==> src/rtl/ssp_pkg.sv <==
// Shared constants and types of the synchronous serial port slave.
package ssp_pkg;

	// ----------------------------------------------------------------
	// Mode selection codes
	// ----------------------------------------------------------------
	localparam logic [3:0] MODE_SPI_SS = 4'h4;
	localparam logic [3:0] MODE_SPI_NOSS = 4'h5;
	localparam logic [3:0] MODE_I2C_S7 = 4'h6;
	localparam logic [3:0] MODE_I2C_S10 = 4'h7;
	localparam logic [3:0] MODE_I2C_MST = 4'h8;
	localparam logic [3:0] MODE_I2C_FW = 4'hB;
	localparam logic [3:0] MODE_I2C_S7I = 4'hE;
	localparam logic [3:0] MODE_I2C_S10I = 4'hF;

	// ----------------------------------------------------------------
	// Timing
	// ----------------------------------------------------------------
	localparam int CLK_PERIOD_NS = 20;
	localparam int SPIKE_NS = 50;
	localparam int FILT_CYCLES = (SPIKE_NS + CLK_PERIOD_NS - 1) / CLK_PERIOD_NS;

	// ----------------------------------------------------------------
	// Field values and counts
	// ----------------------------------------------------------------
	localparam logic [2:0] SPI_LAST_BIT = 3'h7;
	localparam logic [3:0] I2C_BYTE_BITS = 4'h8;
	localparam logic [3:0] I2C_ACK_BIT = 4'h9;
	localparam logic [7:0] GEN_CALL_ADDR = 8'h00;
	localparam logic [4:0] TEN_BIT_HDR = 5'h1E;
	localparam logic [7:0] IDLE_TX_BYTE = 8'h00;
	localparam logic [3:0] FILT_CNT_W1 = 4'h1;

	// ----------------------------------------------------------------
	// Types
	// ----------------------------------------------------------------
	typedef struct packed {
		logic enable;
		logic [3:0] mode;
		logic cke;
		logic ckp;
	} ssp_ctrl_type;

	typedef struct packed {
		logic start_seen;
		logic stop_seen;
		logic data_not_addr;
		logic read_xfer;
		logic update_addr;
		logic buf_full;
	} ssp_status_type;

	typedef enum logic [2:0] {
		I2C_IDLE,
		I2C_ADDR,
		I2C_ADDR2,
		I2C_DATA,
		I2C_IGNORE
	} ssp_i2c_state_type;

	typedef struct packed {
		logic sck_s1;
		logic sck_s2;
		logic sck_d;
		logic ss_s1;
		logic ss_s2;
		logic sdi_s1;
		logic sdi_s2;
		logic scl_s1;
		logic scl_s2;
		logic sda_s1;
		logic sda_s2;
		logic scl_f;
		logic sda_f;
		logic [3:0] scl_cnt;
		logic [3:0] sda_cnt;
		logic [2:0] bit_cnt;
		logic [3:0] i2c_cnt;
		ssp_i2c_state_type i2c_st;
		logic [7:0] rx_shift;
		logic [7:0] tx_shift;
		logic tx_real;
		logic [7:0] buffer;
		ssp_status_type status;
		logic byte_done;
		logic overflow;
		logic wake;
		logic sdo_out;
		logic sdo_oe;
		logic sda_oe;
		logic scl_oe;
		logic [7:0] brg_cnt;
	} ssp_state_type;

endpackage

==> src/rtl/ssp_buf.sv <==
// Small valid/ready buffer that holds transmit bytes ahead of the shifter.
`timescale 1ns/1ps
module ssp_buf #(
	parameter int WIDTH = 8,
	parameter int DEPTH = 2
) (
	input wire logic clk,
	input wire logic rst_n,
	input wire logic in_valid,
	output logic in_ready,
	input wire logic [WIDTH-1:0] in_data,
	output logic out_valid,
	input wire logic out_ready,
	output logic [WIDTH-1:0] out_data
);
	localparam int PW = (DEPTH > 1) ? $clog2(DEPTH) : 1;
	localparam int CW = $clog2(DEPTH + 1);

	typedef struct packed {
		logic [DEPTH-1:0][WIDTH-1:0] mem;
		logic [PW-1:0] wr_ptr;
		logic [PW-1:0] rd_ptr;
		logic [CW-1:0] count;
	} ssp_buf_state_type;

	ssp_buf_state_type b_reg;
	ssp_buf_state_type b_next;
	logic push;
	logic pop;

	// ----------------------------------------------------------------
	// Elaboration checks
	// ----------------------------------------------------------------
	if (DEPTH < 2 || (DEPTH & (DEPTH - 1)) != 0 || WIDTH < 1)
	begin : g_bad_cfg
		$error("ssp_buf needs a power-of-two depth of two or more");
	end

	assign in_ready = (b_reg.count != CW'(DEPTH));
	assign out_valid = (b_reg.count != '0);
	assign out_data = b_reg.mem[b_reg.rd_ptr];
	assign push = in_valid && in_ready;
	assign pop = out_valid && out_ready;

	always_comb
	begin
		b_next = b_reg;
		if (push)
		begin
			b_next.mem[b_reg.wr_ptr] = in_data;
			b_next.wr_ptr = b_reg.wr_ptr + PW'(1);
		end
		if (pop)
		begin
			b_next.rd_ptr = b_reg.rd_ptr + PW'(1);
		end
		if (push && !pop)
		begin
			b_next.count = b_reg.count + CW'(1);
		end
		else if (pop && !push)
		begin
			b_next.count = b_reg.count - CW'(1);
		end
	end

	always_ff @(posedge clk or negedge rst_n)
	begin
		if (!rst_n)
			b_reg <= '0;
		else
			b_reg <= b_next;
	end
endmodule

==> src/rtl/ssp_port.sv <==
// Synchronous serial port: SPI slave and I2C slave receive with double buffering.
`timescale 1ns/1ps
// Functional notes
// - Slave shifts on SCK, flags byte done.
// - Keeps running in sleep; byte raises wake.
// - Mode 0100 drives SDO only when select low.
// - Select high releases SDO three clocks later, even mid-byte.
// - Select high or disable zeroes bit counter.
// - SDO configured input never transmits.
// - Nothing works unless port enable set.
// - I2C inputs glitch filtered at any speed.
// - Mode bits choose the I2C role.
// - Master clock is fosc over 4(baud+1).
// - Status shows start, stop, D/A, UA, R/W.
// - Full byte moves to buffer, flag set.
// - Byte with buffer unread sets overflow, lost.
// - Buffer accessible, shift register hidden.
// - I2C slave, 7/10-bit; general call in 7-bit modes only.
// - No ACK when buffer full or overflow.
module ssp_port #(
	parameter int FILT_LEN = ssp_pkg::FILT_CYCLES,
	parameter int TX_DEPTH = 2
) (
	input wire logic MCLK,
	input wire logic RST_N,
	input wire ssp_pkg::ssp_ctrl_type CTRL,
	input wire logic [9:0] ADDRESS_BAUD,
	input wire logic GCALL_EN,
	input wire logic SDO_DIR_IN,
	input wire logic SCK_IN,
	input wire logic SDI_IN,
	input wire logic SS_N_IN,
	output logic SDO_OUT,
	output logic SDO_OE,
	input wire logic SCL_IN,
	output logic SCL_OUT,
	output logic SCL_OE,
	input wire logic SDA_IN,
	output logic SDA_OUT,
	output logic SDA_OE,
	input wire logic [7:0] TX_DATA,
	input wire logic TX_VALID,
	output logic TX_READY,
	output logic [7:0] RX_DATA,
	input wire logic BUF_RD,
	input wire logic FLAG_CLR,
	input wire logic OV_CLR,
	output logic BYTE_DONE,
	output logic OVERFLOW,
	output ssp_pkg::ssp_status_type STATUS,
	output logic WAKE_REQ
);
	import ssp_pkg::*;

	// ----------------------------------------------------------------
	// Elaboration checks
	// ----------------------------------------------------------------
	if (FILT_LEN < 1 || FILT_LEN > 15)
	begin : g_bad_filt
		$error("ssp_port glitch filter length must be 1 to 15");
	end

	ssp_state_type s_reg;
	ssp_state_type s_next;
	logic tx_pop;
	logic tx_valid;
	logic [7:0] tx_head;

	ssp_buf #(
		.WIDTH(8),
		.DEPTH(TX_DEPTH)
	) u_tx_buf (
		.clk(MCLK),
		.rst_n(RST_N),
		.in_valid(TX_VALID),
		.in_ready(TX_READY),
		.in_data(TX_DATA),
		.out_valid(tx_valid),
		.out_ready(tx_pop),
		.out_data(tx_head)
	);

	// ----------------------------------------------------------------
	// Helpers
	// ----------------------------------------------------------------
	// A line is accepted only after it has held a new level for the whole filter time.
	function automatic logic [4:0] filt_step(input logic raw, input logic cur,
		input logic [3:0] cnt);
		logic [4:0] r;
		r = {cur, 4'h0};
		if (raw != cur)
		begin
			if (cnt + FILT_CNT_W1 >= 4'(FILT_LEN))
				r = {raw, 4'h0};
			else
				r = {cur, cnt + FILT_CNT_W1};
		end
		return r;
	endfunction

	function automatic logic is_i2c_slave(input logic [3:0] m);
		return m == MODE_I2C_S7 || m == MODE_I2C_S10 || m == MODE_I2C_S7I ||
			m == MODE_I2C_S10I;
	endfunction

	function automatic logic is_ten_bit(input logic [3:0] m);
		return m == MODE_I2C_S10 || m == MODE_I2C_S10I;
	endfunction

	// ----------------------------------------------------------------
	// Next state
	// ----------------------------------------------------------------
	always_comb
	begin
		logic spi_mode;
		logic spi_rst;
		logic act;
		logic act_d;
		logic samp;
		logic shft;
		logic rx_done;
		logic [7:0] rx_byte;
		logic [4:0] fs;
		logic scl_rise;
		logic scl_fall;
		logic i2c_start;
		logic i2c_stop;
		logic match;
		logic [7:0] reload;
		spi_mode = 1'b0;
		spi_rst = 1'b0;
		act = 1'b0;
		act_d = 1'b0;
		samp = 1'b0;
		shft = 1'b0;
		rx_done = 1'b0;
		rx_byte = 8'h00;
		fs = 5'h00;
		scl_rise = 1'b0;
		scl_fall = 1'b0;
		i2c_start = 1'b0;
		i2c_stop = 1'b0;
		match = 1'b0;
		reload = 8'h00;
		tx_pop = 1'b0;
		s_next = s_reg;
		s_next.wake = 1'b0;

		// Two-stage synchronisers on every pin input.
		s_next.sck_s1 = SCK_IN;
		s_next.sck_s2 = s_reg.sck_s1;
		s_next.sck_d = s_reg.sck_s2;
		s_next.ss_s1 = SS_N_IN;
		s_next.ss_s2 = s_reg.ss_s1;
		s_next.sdi_s1 = SDI_IN;
		s_next.sdi_s2 = s_reg.sdi_s1;
		s_next.scl_s1 = SCL_IN;
		s_next.scl_s2 = s_reg.scl_s1;
		s_next.sda_s1 = SDA_IN;
		s_next.sda_s2 = s_reg.sda_s1;

		// The filter has no speed setting, so it is always in the path.
		fs = filt_step(s_reg.scl_s2, s_reg.scl_f, s_reg.scl_cnt);
		s_next.scl_f = fs[4];
		s_next.scl_cnt = fs[3:0];
		fs = filt_step(s_reg.sda_s2, s_reg.sda_f, s_reg.sda_cnt);
		s_next.sda_f = fs[4];
		s_next.sda_cnt = fs[3:0];

		// ------------------------------------------------------------
		// SPI slave
		// ------------------------------------------------------------
		spi_mode = CTRL.enable && (CTRL.mode == MODE_SPI_SS || CTRL.mode == MODE_SPI_NOSS);
		spi_rst = !CTRL.enable || (CTRL.mode == MODE_SPI_SS && s_reg.ss_s2);
		act = s_reg.sck_s2 ^ CTRL.ckp;
		act_d = s_reg.sck_d ^ CTRL.ckp;
		samp = CTRL.cke ? (act && !act_d) : (!act && act_d);
		shft = CTRL.cke ? (!act && act_d) : (act && !act_d);
		if (!spi_mode || spi_rst)
		begin
			s_next.bit_cnt = 3'h0;
			if (s_reg.bit_cnt != 3'h0)
			begin
				s_next.tx_real = 1'b0;
				s_next.tx_shift = IDLE_TX_BYTE;
			end
		end
		else
		begin
			if (samp)
			begin
				s_next.rx_shift = {s_reg.rx_shift[6:0], s_reg.sdi_s2};
				s_next.bit_cnt = s_reg.bit_cnt + 3'h1;
				if (s_reg.bit_cnt == SPI_LAST_BIT)
				begin
					rx_done = 1'b1;
					rx_byte = {s_reg.rx_shift[6:0], s_reg.sdi_s2};
					s_next.tx_real = 1'b0;
					s_next.tx_shift = IDLE_TX_BYTE;
				end
			end
			else if (shft && s_reg.bit_cnt != 3'h0)
			begin
				s_next.tx_shift = {s_reg.tx_shift[6:0], 1'b0};
			end
		end
		// A queued word replaces the idle byte only between bytes.
		if (spi_mode && s_reg.bit_cnt == 3'h0 && !samp && !shft && !s_reg.tx_real && tx_valid)
		begin
			tx_pop = 1'b1;
			s_next.tx_shift = tx_head;
			s_next.tx_real = 1'b1;
		end
		s_next.sdo_out = s_next.tx_shift[7];
		s_next.sdo_oe = spi_mode && !SDO_DIR_IN &&
			!(CTRL.mode == MODE_SPI_SS && s_reg.ss_s2);

		// ------------------------------------------------------------
		// I2C slave
		// ------------------------------------------------------------
		scl_rise = s_next.scl_f && !s_reg.scl_f;
		scl_fall = !s_next.scl_f && s_reg.scl_f;
		i2c_start = s_reg.scl_f && s_next.scl_f && s_reg.sda_f && !s_next.sda_f;
		i2c_stop = s_reg.scl_f && s_next.scl_f && !s_reg.sda_f && s_next.sda_f;
		if (!CTRL.enable)
		begin
			s_next.i2c_st = I2C_IDLE;
			s_next.i2c_cnt = 4'h0;
			s_next.sda_oe = 1'b0;
			s_next.status.start_seen = 1'b0;
			s_next.status.stop_seen = 1'b0;
		end
		else if (i2c_start || i2c_stop)
		begin
			s_next.status.start_seen = i2c_start;
			s_next.status.stop_seen = i2c_stop;
			s_next.i2c_st = (i2c_start && is_i2c_slave(CTRL.mode)) ? I2C_ADDR : I2C_IDLE;
			s_next.i2c_cnt = 4'h0;
			s_next.sda_oe = 1'b0;
			if (CTRL.mode == MODE_I2C_S7I || CTRL.mode == MODE_I2C_S10I ||
				CTRL.mode == MODE_I2C_FW)
				s_next.byte_done = 1'b1;
		end
		else if (is_i2c_slave(CTRL.mode) && s_reg.i2c_st != I2C_IDLE &&
			s_reg.i2c_st != I2C_IGNORE)
		begin
			if (scl_rise)
			begin
				s_next.i2c_cnt = s_reg.i2c_cnt + 4'h1;
				if (s_reg.i2c_cnt < I2C_BYTE_BITS)
					s_next.rx_shift = {s_reg.rx_shift[6:0], s_reg.sda_f};
			end
			else if (scl_fall && s_reg.i2c_cnt == I2C_ACK_BIT)
			begin
				s_next.sda_oe = 1'b0;
				s_next.i2c_cnt = 4'h0;
			end
			else if (scl_fall && s_reg.i2c_cnt == I2C_BYTE_BITS)
			begin
				case (s_reg.i2c_st)
					I2C_ADDR:
					begin
						if (is_ten_bit(CTRL.mode))
						begin
							match = s_reg.rx_shift[7:3] == TEN_BIT_HDR &&
								s_reg.rx_shift[2:1] == ADDRESS_BAUD[9:8] && !s_reg.rx_shift[0];
							s_next.i2c_st = match ? I2C_ADDR2 : I2C_IGNORE;
							s_next.status.update_addr = match;
						end
						else
						begin
							match = !s_reg.rx_shift[0] && (s_reg.rx_shift[7:1] == ADDRESS_BAUD[7:1] ||
								(GCALL_EN && s_reg.rx_shift == GEN_CALL_ADDR));
							s_next.i2c_st = match ? I2C_DATA : I2C_IGNORE;
						end
						if (match)
						begin
							s_next.status.read_xfer = s_reg.rx_shift[0];
							s_next.status.data_not_addr = 1'b0;
						end
					end
					I2C_ADDR2:
					begin
						match = s_reg.rx_shift == ADDRESS_BAUD[7:0];
						s_next.i2c_st = match ? I2C_DATA : I2C_IGNORE;
						s_next.status.update_addr = 1'b0;
					end
					I2C_DATA:
					begin
						match = 1'b1;
						s_next.status.data_not_addr = 1'b1;
					end
					default:
					begin
						match = 1'b0;
					end
				endcase
				if (match)
				begin
					rx_done = 1'b1;
					rx_byte = s_reg.rx_shift;
					s_next.sda_oe = !s_reg.status.buf_full && !s_reg.overflow;
				end
			end
		end
		else if (!is_i2c_slave(CTRL.mode))
		begin
			s_next.i2c_st = I2C_IDLE;
			s_next.sda_oe = 1'b0;
		end

		// ------------------------------------------------------------
		// Master clock generator
		// ------------------------------------------------------------
		reload = {ADDRESS_BAUD[6:0], 1'b1};
		if (CTRL.enable && CTRL.mode == MODE_I2C_MST)
		begin
			if (s_reg.brg_cnt != 8'h00)
				s_next.brg_cnt = s_reg.brg_cnt - 8'h01;
			else if (s_reg.scl_oe || s_reg.scl_f)
			begin
				// Holding the reload while SCL is still low lets a slave stretch the clock.
				s_next.scl_oe = !s_reg.scl_oe;
				s_next.brg_cnt = reload;
			end
		end
		else
		begin
			s_next.scl_oe = 1'b0;
			s_next.brg_cnt = 8'h00;
		end

		// ------------------------------------------------------------
		// Receive buffer and flags
		// ------------------------------------------------------------
		if (BUF_RD)
			s_next.status.buf_full = 1'b0;
		if (FLAG_CLR)
			s_next.byte_done = 1'b0;
		if (OV_CLR)
			s_next.overflow = 1'b0;
		// Byte set comes after clear, so a byte received in the clearing cycle survives.
		if (rx_done)
		begin
			s_next.byte_done = 1'b1;
			s_next.wake = 1'b1;
			if (!s_reg.status.buf_full)
			begin
				s_next.buffer = rx_byte;
				s_next.status.buf_full = 1'b1;
			end
			else
			begin
				s_next.overflow = 1'b1;
			end
		end
	end

	always_ff @(posedge MCLK or negedge RST_N)
	begin
		if (!RST_N)
			s_reg <= '0;
		else
			s_reg <= s_next;
	end

	// ----------------------------------------------------------------
	// Outputs
	// ----------------------------------------------------------------
	assign SDO_OUT = s_reg.sdo_out;
	assign SDO_OE = s_reg.sdo_oe;
	assign SCL_OUT = 1'b0;
	assign SCL_OE = s_reg.scl_oe;
	assign SDA_OUT = 1'b0;
	assign SDA_OE = s_reg.sda_oe;
	assign RX_DATA = s_reg.buffer;
	assign BYTE_DONE = s_reg.byte_done;
	assign OVERFLOW = s_reg.overflow;
	assign STATUS = s_reg.status;
	assign WAKE_REQ = s_reg.wake;
endmodule

==> config.mk <==
export PLATFORM = sky130hd
export DESIGN_NAME = ssp_port
export DESIGN_NICKNAME = d
export VERILOG_FILES = /design/src/rtl/ssp_pkg.sv /design/src/rtl/ssp_buf.sv /design/src/rtl/ssp_port.sv
export SDC_FILE = /design/constraint.sdc
export NUM_CORES = 1
export LEC_CHECK = 0
export BUFFER_PORTS_ARGS = -buffer_cell sky130_fd_sc_hd__buf_2
export CAP_MARGIN = 20
export CORE_MARGIN = 2
export CORE_UTILIZATION = 30
export CTS_CLUSTER_DIAMETER = 30
export DETAILED_ROUTE_END_ITERATION = 10
export GPL_ROUTABILITY_DRIVEN = 0
export SETUP_SLACK_MARGIN = 0.2
export SYNTH_ARGS = -nofsm -noshare
export SYNTH_HDL_FRONTEND = slang
export SYNTH_SLANG_ARGS = --single-unit
==> constraint.sdc <==
create_clock -name MCLK -period 2.7 [get_ports MCLK]
set_clock_uncertainty 0.15 [all_clocks]
set_input_delay 0.27 -clock MCLK [delete_from_list [all_inputs] [get_ports MCLK]]
set_output_delay 0.27 -clock MCLK [all_outputs]
set_load 0.01 [all_outputs]
---- Yosys cells after proc, flatten, opt, wreduce, memory -nomap -nowiden ----
Index checks and enable logic that the tools add are counted.
Widths: inputs -> output; s select.
cells by class
  $add $sub $neg .......................... 9
  order comparisons ....................... 6
  equal/unequal tests ..................... 39
  mux-type cells .......................... 108
  bitwise gates (word level) .............. 6
  reductions and logical operators ........ 93
operator list
  kind                 count
  $mux 8               23
  $mux 9               6
  $mux 1               47
  $logic_and 1x1->1    35
  $mux 3               11
  $eq 4x4->1 const B   6
  $reduce_and 8->1     3
  $reduce_bool 3->1    7
  $mux 5               4
  $logic_not 1->1      19
  $bwmux 16            1
  $eq 4x3->1 const B   4
  $mux 4               4
  $ne 5x3->1 const B   3
  $mux 7               2
  $add 4x1->4 const B  3
  $logic_or 1x1->1     12
  $mux 2               5
  $reduce_bool 2->1    5
  $ne 3x1->1 const B   3
  $reduce_and 3->1     3
  $demux 8 s1          1
  $eq 8x8->1           1
  $ge 4x2->1 const B   2
  33 further kinds     51
word-level totals
  flip-flop bits (word level) ............. 96
  bits of input ports ..................... 38
  output and inout bits ................... 24
  word-level logic and storage cells ...... 302

---- Depth between registers and ports, before layout ----
  word-level depth ........................ 29
  mapped depth ............................ 10
  mapped depth without buffers ............ 9

---- Cells and area by module ----
A second synthesis with hierarchy kept.
second synthesis, totals
  cells, all modules ...................... 461
  area total of the unflattened synthesis .. 4994.8 µm²
modules (own cells, without submodules)
  module    times used  cells an instance  area an instance (µm²)  sequential area each (µm²)
  ssp_port  1           401                4025.1                  1901.8
  ssp_buf   1           60                 969.7                   500.5

---- Worst setup path before layout ----
OpenSTA, ideal clock, no wires.
  path kind ............................... flip-flop to flip-flop
  start point ............................. reg s_reg[60] in the netlist's numbering
  end point ............................... reg s_reg[47] in the netlist's numbering
  library setup time ...................... 0.120 ns
  data arrival time ....................... 2.094 ns
  setup slack ............................. 0.337 ns
  stages on the path, launching flop included .. 9
  path buffers ............................ 0
  clock period less this slack ............ 2.363 ns
  cell sequence ........................... dfrtp_1 -> inv_1 -> ha_1 -> nor4_4 -> nor2_1 -> a211oi_2 -> a311o_1 -> nor2_1 -> a31o_1
on the way
  word-level cells in the longest chain between the ends .. 10
  elaborated cells between the ends (all ways) .. 23
RTL lines
  what                                                         RTL line                          source
  from (decl)                                                  ssp_port.sv:63                    ssp_state_type s_reg;
  from (signal assigned)                                       ssp_port.sv:364                   s_reg <= s_next;
  $add 4x1->4 (*)                                              ssp_port.sv:93                    if (cnt + FILT_CNT_W1 >= 4'(FILT_LEN))
  $ge 4x2->1 (*)                                               ssp_port.sv:93
  $mux 5 (*)                                                   ssp_port.sv:93
  $mux 5 (*)                                                   ssp_port.sv:91                    if (raw != cur)
  $logic_and 1x1->1                                            ssp_port.sv:223, ssp_port.sv:224
  $logic_and 1x1->1 (on tied branches) (2 in series)           ssp_port.sv:223, ssp_port.sv:224
  $logic_or 1x1->1                                             ssp_port.sv:233                   else if (i2c_start || i2c_stop)
  $ne 5x3->1 (no line) (tied with other cells)                 -
  $reduce_and 5->1 (no line) / $mux 7 (equally long branches)  -
Every way passes the cells marked *; elsewhere a longest branch is shown, timed or not.
A chain may end at the register's enable or synchronous reset.

==> parameters.txt <==
Parameter                              Value

Setup path
  Cell chain of the critical path ... buf_4 -> and3_1 -> o2111ai_1 -> and4_2 -> nand2b_1 -> o21ai_2 -> mux2_1
  Family with the most delay on the worst path ... simple AND/OR/NAND/NOR gates
  Classification of the worst setup path ... reg2reg
  Critical Path Source ... s_reg[60]$_DFF_PN0_
  Worst setup SP type ... flip-flop
  Data required time of the critical path ... around 2.8 ns
  Worst-case reg-to-reg path depth ... 7
  Launch point of the worst reg-to-reg path ... s_reg[60]$_DFF_PN0_
  Largest stage delay on the critical path ... roughly 0.4 ns
  Maximum fanout count along the critical path ... 7
  Worst path buffer plus inverter count ... 1
  Master of the slowest instance on the critical path ... sky130_fd_sc_hd__dfrtp_1
  CP Data Arrival Time ... between 2 and 2.5 ns
  Critical Path Stages ... 7
  Type of destination of the critical path ... flip-flop

Hold path
  Number of cells on the worst hold path ... 2
  Hold path startpoint ... TX_DATA[3]
  Hold/Removal Path Class ... in2reg

Synthesis
  Post-Synth Simple-Gate Area ... 15.7%
  Post-synthesis instance total ... 471
  Parity-gate share of the synthesized area counting xor and xnor cells ... just under 4%
  Dominant register cell in the synthesized netlist ... sky130_fd_sc_hd__dfrtp_1
  Dominant combinational cell family by area after synthesis ... simple AND/OR/NAND/NOR gates
  Post-synthesis compound-gate area fraction ... between 10% and 20%
  Flip-flop and latch count after synthesis ... 96
  Fraction of registers with async set or reset after synthesis ... 100%
  Yosys Warn Count ... 0
  Count of distinct cell types in the synthesized netlist ... 71
  Portion of netlist area occupied by mux cells ... 8.87%
  Synthesized area per cell ... approximately 11 um2
  Fraction of the yosys area taken by sequential cells ... 48.5%
  Number of enable flip-flop cells after synthesis ... 0
  Area of the mapped netlist ... 4950 um2
  Post-synthesis share of cell area spent on full adders, half adders and majority gates ... 3.03%

Die
  Core Area ... 16000 um2
  Number of placement rows ... 46
  Horizontal extent of the die ... 132 um
  Starting Density ... between 30 and 40%
  Height of the chip ... 132 um
  Boundary Pins ... between 60 and 70
  Full die area ... 17600 um2

Place
  Post-detail-place hpwl ... ~8400 um
  Placed inst area ... 5440 um2
  IO Port Bufs ... 59
  Dpl ws ... 0.114 ns

Timing
  Maximum achievable frequency ... approximately 420 MHz
  Setup tns final ... 0 ns
  Actual slew at the worst max-slew pin ... between 0.7 and 0.8 ns
  Final Hold Fails ... 0
  Final worst path period need ... between 2 and 2.5 ns
  Finish-stage setup viols ... 0
  Final worst path period share ... 88.8%
  Minimum setup slack in the final design ... slightly above 0.3 ns
  Min Hold Slack ... 0.0135 ns
  Unrepaired setup endpoints after global routing ... false
  Relative max-transition margin ... 50.6%
  Number of pins exceeding their max-slew limit in the final report ... 0

Finish
  Layout overhead on the synthesized area ... 20.5%
  Layout Cell Area excl Fill ... 5970 um2
  ANT cells ... 0
  Number of nets in the layout ... 600
  Flip-flop count of the largest register, all copies and words added ... 50
  Most common cell after layout, fill and taps aside ... sky130_fd_sc_hd__dfrtp_1
  Share of layout cells above drive strength 1 ... 24.7%
  Commonest non-fill, non-tap cells in the layout ... sky130_fd_sc_hd__dfrtp_1 (95), sky130_fd_sc_hd__buf_2 (58), sky130_fd_sc_hd__nor2_1 (55)

Global routing
  Pin count of the biggest net entering global routing ... 51
  Total congestion overflow ... 0
  First-pass GRT wire length ... 19000 um
  Total global routing track utilization ... between 10% and 20%
  Number of global-route vias before repair ... approximately 3800
  Antenna violations before repair ... 0

Power
  Power density over the cells ... between 600 and 700 nW/um2
  Overall power consumption ... between 3000 and 4000 uW
  P_sw ... 1140 uW
  Part of the power in the clock network ... 31.0%
  Sw Share ... 29.3%
  Sequential power share ... about 50%
  Comb pwr share ... 20.2%
  Standby leakage power ... between 0.002 and 0.003 uW
  Internal power ... 2760 uW
  Maximum resistive drop on vdd ... roughly 0.00036 V

Routing
  DRT iter0 DRCs ... 157
  Routed WL per cell ... 14.7 um
  Total length of routed wires ... 11300 um
  DRT Pass-1 Iters ... 4
  Antenna Nets Post-Route ... 0
  Number of remaining DRC errors ... 0
  Number of vias per cell after detailed routing ... roughly 4.8
  Total number of vias ... 3721

Clock network
  Number of CTS-inserted buffers ... 9
  CTS tree ... yes
  Maximum clock insertion buffer count ... 2
  Clock root buffer ... sky130_fd_sc_hd__clkbuf_16
  H-tree lvl count ... 3
  Clock-pin slew of the registers on the worst-case setup and hold paths ... around 0.070 ns
  Number of sinks handled by clock tree synthesis ... 96
  Later-pin clock latency in the skew report ... 0.35 ns

Run
  Max-cap viol count ... 0

Run status
  Result of the run ... complete, no violations
## cells by family (layout without fill, tap and decap cells)
family,count (synthesis),in the layout
simple gates,147,147
xor+xnor,22,22
other cells,1,6
flops,96,96
compound gates,101,101
buf+inv,52,131
mux,40,40
fa+ha+maj,12,12
## what timing repair did
action | in CTS | in global routing
pin swaps | 1 | 5
endpoints found under the setup margin | 9 | 26
resized for setup | 0 | 6
buffers inserted | 2 | 13
hold buffers | 10 | 0
hold endpoints to repair | 58 | 0
## synthesized netlist by cell type (2+ instances only)
cell                       number  area [um2]
sky130_fd_sc_hd__ha_1          12         150
sky130_fd_sc_hd__a22o_1         8        70.1
sky130_fd_sc_hd__or3_1          4        25.0
sky130_fd_sc_hd__xor2_1         8        70.1
sky130_fd_sc_hd__nand2_1       22        82.6
sky130_fd_sc_hd__and4_1         2        17.5
sky130_fd_sc_hd__nor3_1         8        40.0
sky130_fd_sc_hd__a21oi_1       26         130
sky130_fd_sc_hd__a31oi_1        4        25.0
sky130_fd_sc_hd__buf_2          2        10.0
sky130_fd_sc_hd__a21o_1         8        60.1
sky130_fd_sc_hd__dfrtp_1       96        2400
sky130_fd_sc_hd__o22ai_1        4        25.0
sky130_fd_sc_hd__mux2i_1       12         120
sky130_fd_sc_hd__nor2_1        55         206
sky130_fd_sc_hd__nor2b_1        3        18.8
sky130_fd_sc_hd__o21ai_1        4        20.0
sky130_fd_sc_hd__a211oi_1       6        45.0
sky130_fd_sc_hd__nor4_1         3        18.8
sky130_fd_sc_hd__or4_1          3        22.5
sky130_fd_sc_hd__o2111a_1       2        22.5
sky130_fd_sc_hd__buf_4         16         120
sky130_fd_sc_hd__mux2_1         7        78.8
sky130_fd_sc_hd__and3_1         4        25.0
sky130_fd_sc_hd__nand2b_1      10        62.6
sky130_fd_sc_hd__o21a_1         2        15.0
sky130_fd_sc_hd__clkbuf_1      12        45.0
sky130_fd_sc_hd__mux2_2        20         225
sky130_fd_sc_hd__xnor2_1       14         123
sky130_fd_sc_hd__o31ai_1        3        22.5
sky130_fd_sc_hd__nand4_1        3        18.8
sky130_fd_sc_hd__o21ai_0       14        70.1
sky130_fd_sc_hd__a211o_1        2        17.5
sky130_fd_sc_hd__nand3_1       13        65.1
sky130_fd_sc_hd__nor4_4         2        42.5
sky130_fd_sc_hd__inv_1         22        82.6
## area by class of cell
class | count | area, um2
fill | 1662 | 10000
timing repair buffer | 93 | 591
multi-input combinational | 328 | 2340
clock buffer | 10 | 229
sequential | 96 | 2400
inverter | 22 | 82.6
clock inverter | 6 | 52.6
tap | 216 | 270
## worst reg2reg max path: stages, from the launching register on
cell and delay [ns]:
sky130_fd_sc_hd__dfrtp_1 0.40, sky130_fd_sc_hd__buf_4 0.15, sky130_fd_sc_hd__and3_1 0.15, sky130_fd_sc_hd__o2111ai_1 0.37, sky130_fd_sc_hd__and4_2 0.37, sky130_fd_sc_hd__nand2b_1 0.13
sky130_fd_sc_hd__o21ai_2 0.19, sky130_fd_sc_hd__mux2_1 0.38
## path summary, 6_finish.rpt
path                                                   to  slack, ns
min in group asynchronous  u_tx_buf.b_reg[17]$_DFFE_PN0P_       0.34
max reg2reg                           s_reg[45]$_DFF_PN0_       0.30
min                        u_tx_buf.b_reg[15]$_DFFE_PN0P_       0.01
max in group asynchronous           s_reg[46]$_DFFE_PN0P_       1.36
min reg2reg                           s_reg[72]$_DFF_PN0_       0.20
max                                   s_reg[45]$_DFF_PN0_       0.30
## metrics by stage
stage	std cells	util (%)
after floorplan	476	-
after global placement	730	34.0
after detailed placement	730	34.0
after CTS	758	36.5
after global routing	771	37.3
final	771	37.3
## layer usage
| layer | track usage, % | share of wire, % | vias to the layer above |
|---|---|---|---|
| met1 | 17.9 | 48 | 1820 |
| met4 | 4.84 | 1.7 | 0 |
| met2 | 21.0 | 46 | 71 |
| met5 | 0 | 0 | - |
| met3 | 3.83 | 4.1 | 13 |
| li1 | - | - | 1817 |
## power by group through the flow
stage | logic (uW) | clock network (uW) | registers, uW
after floorplan | 622 | 0 | 1830
after global placement | 744 | 0 | 1920
after detailed placement | 766 | 0 | 1930
after CTS | 783 | 1260 | 1900
after global routing | 884 | 1320 | 1940
final | 786 | 1210 | 1900
No activity file was read; power rests on OpenSTA's default activity.
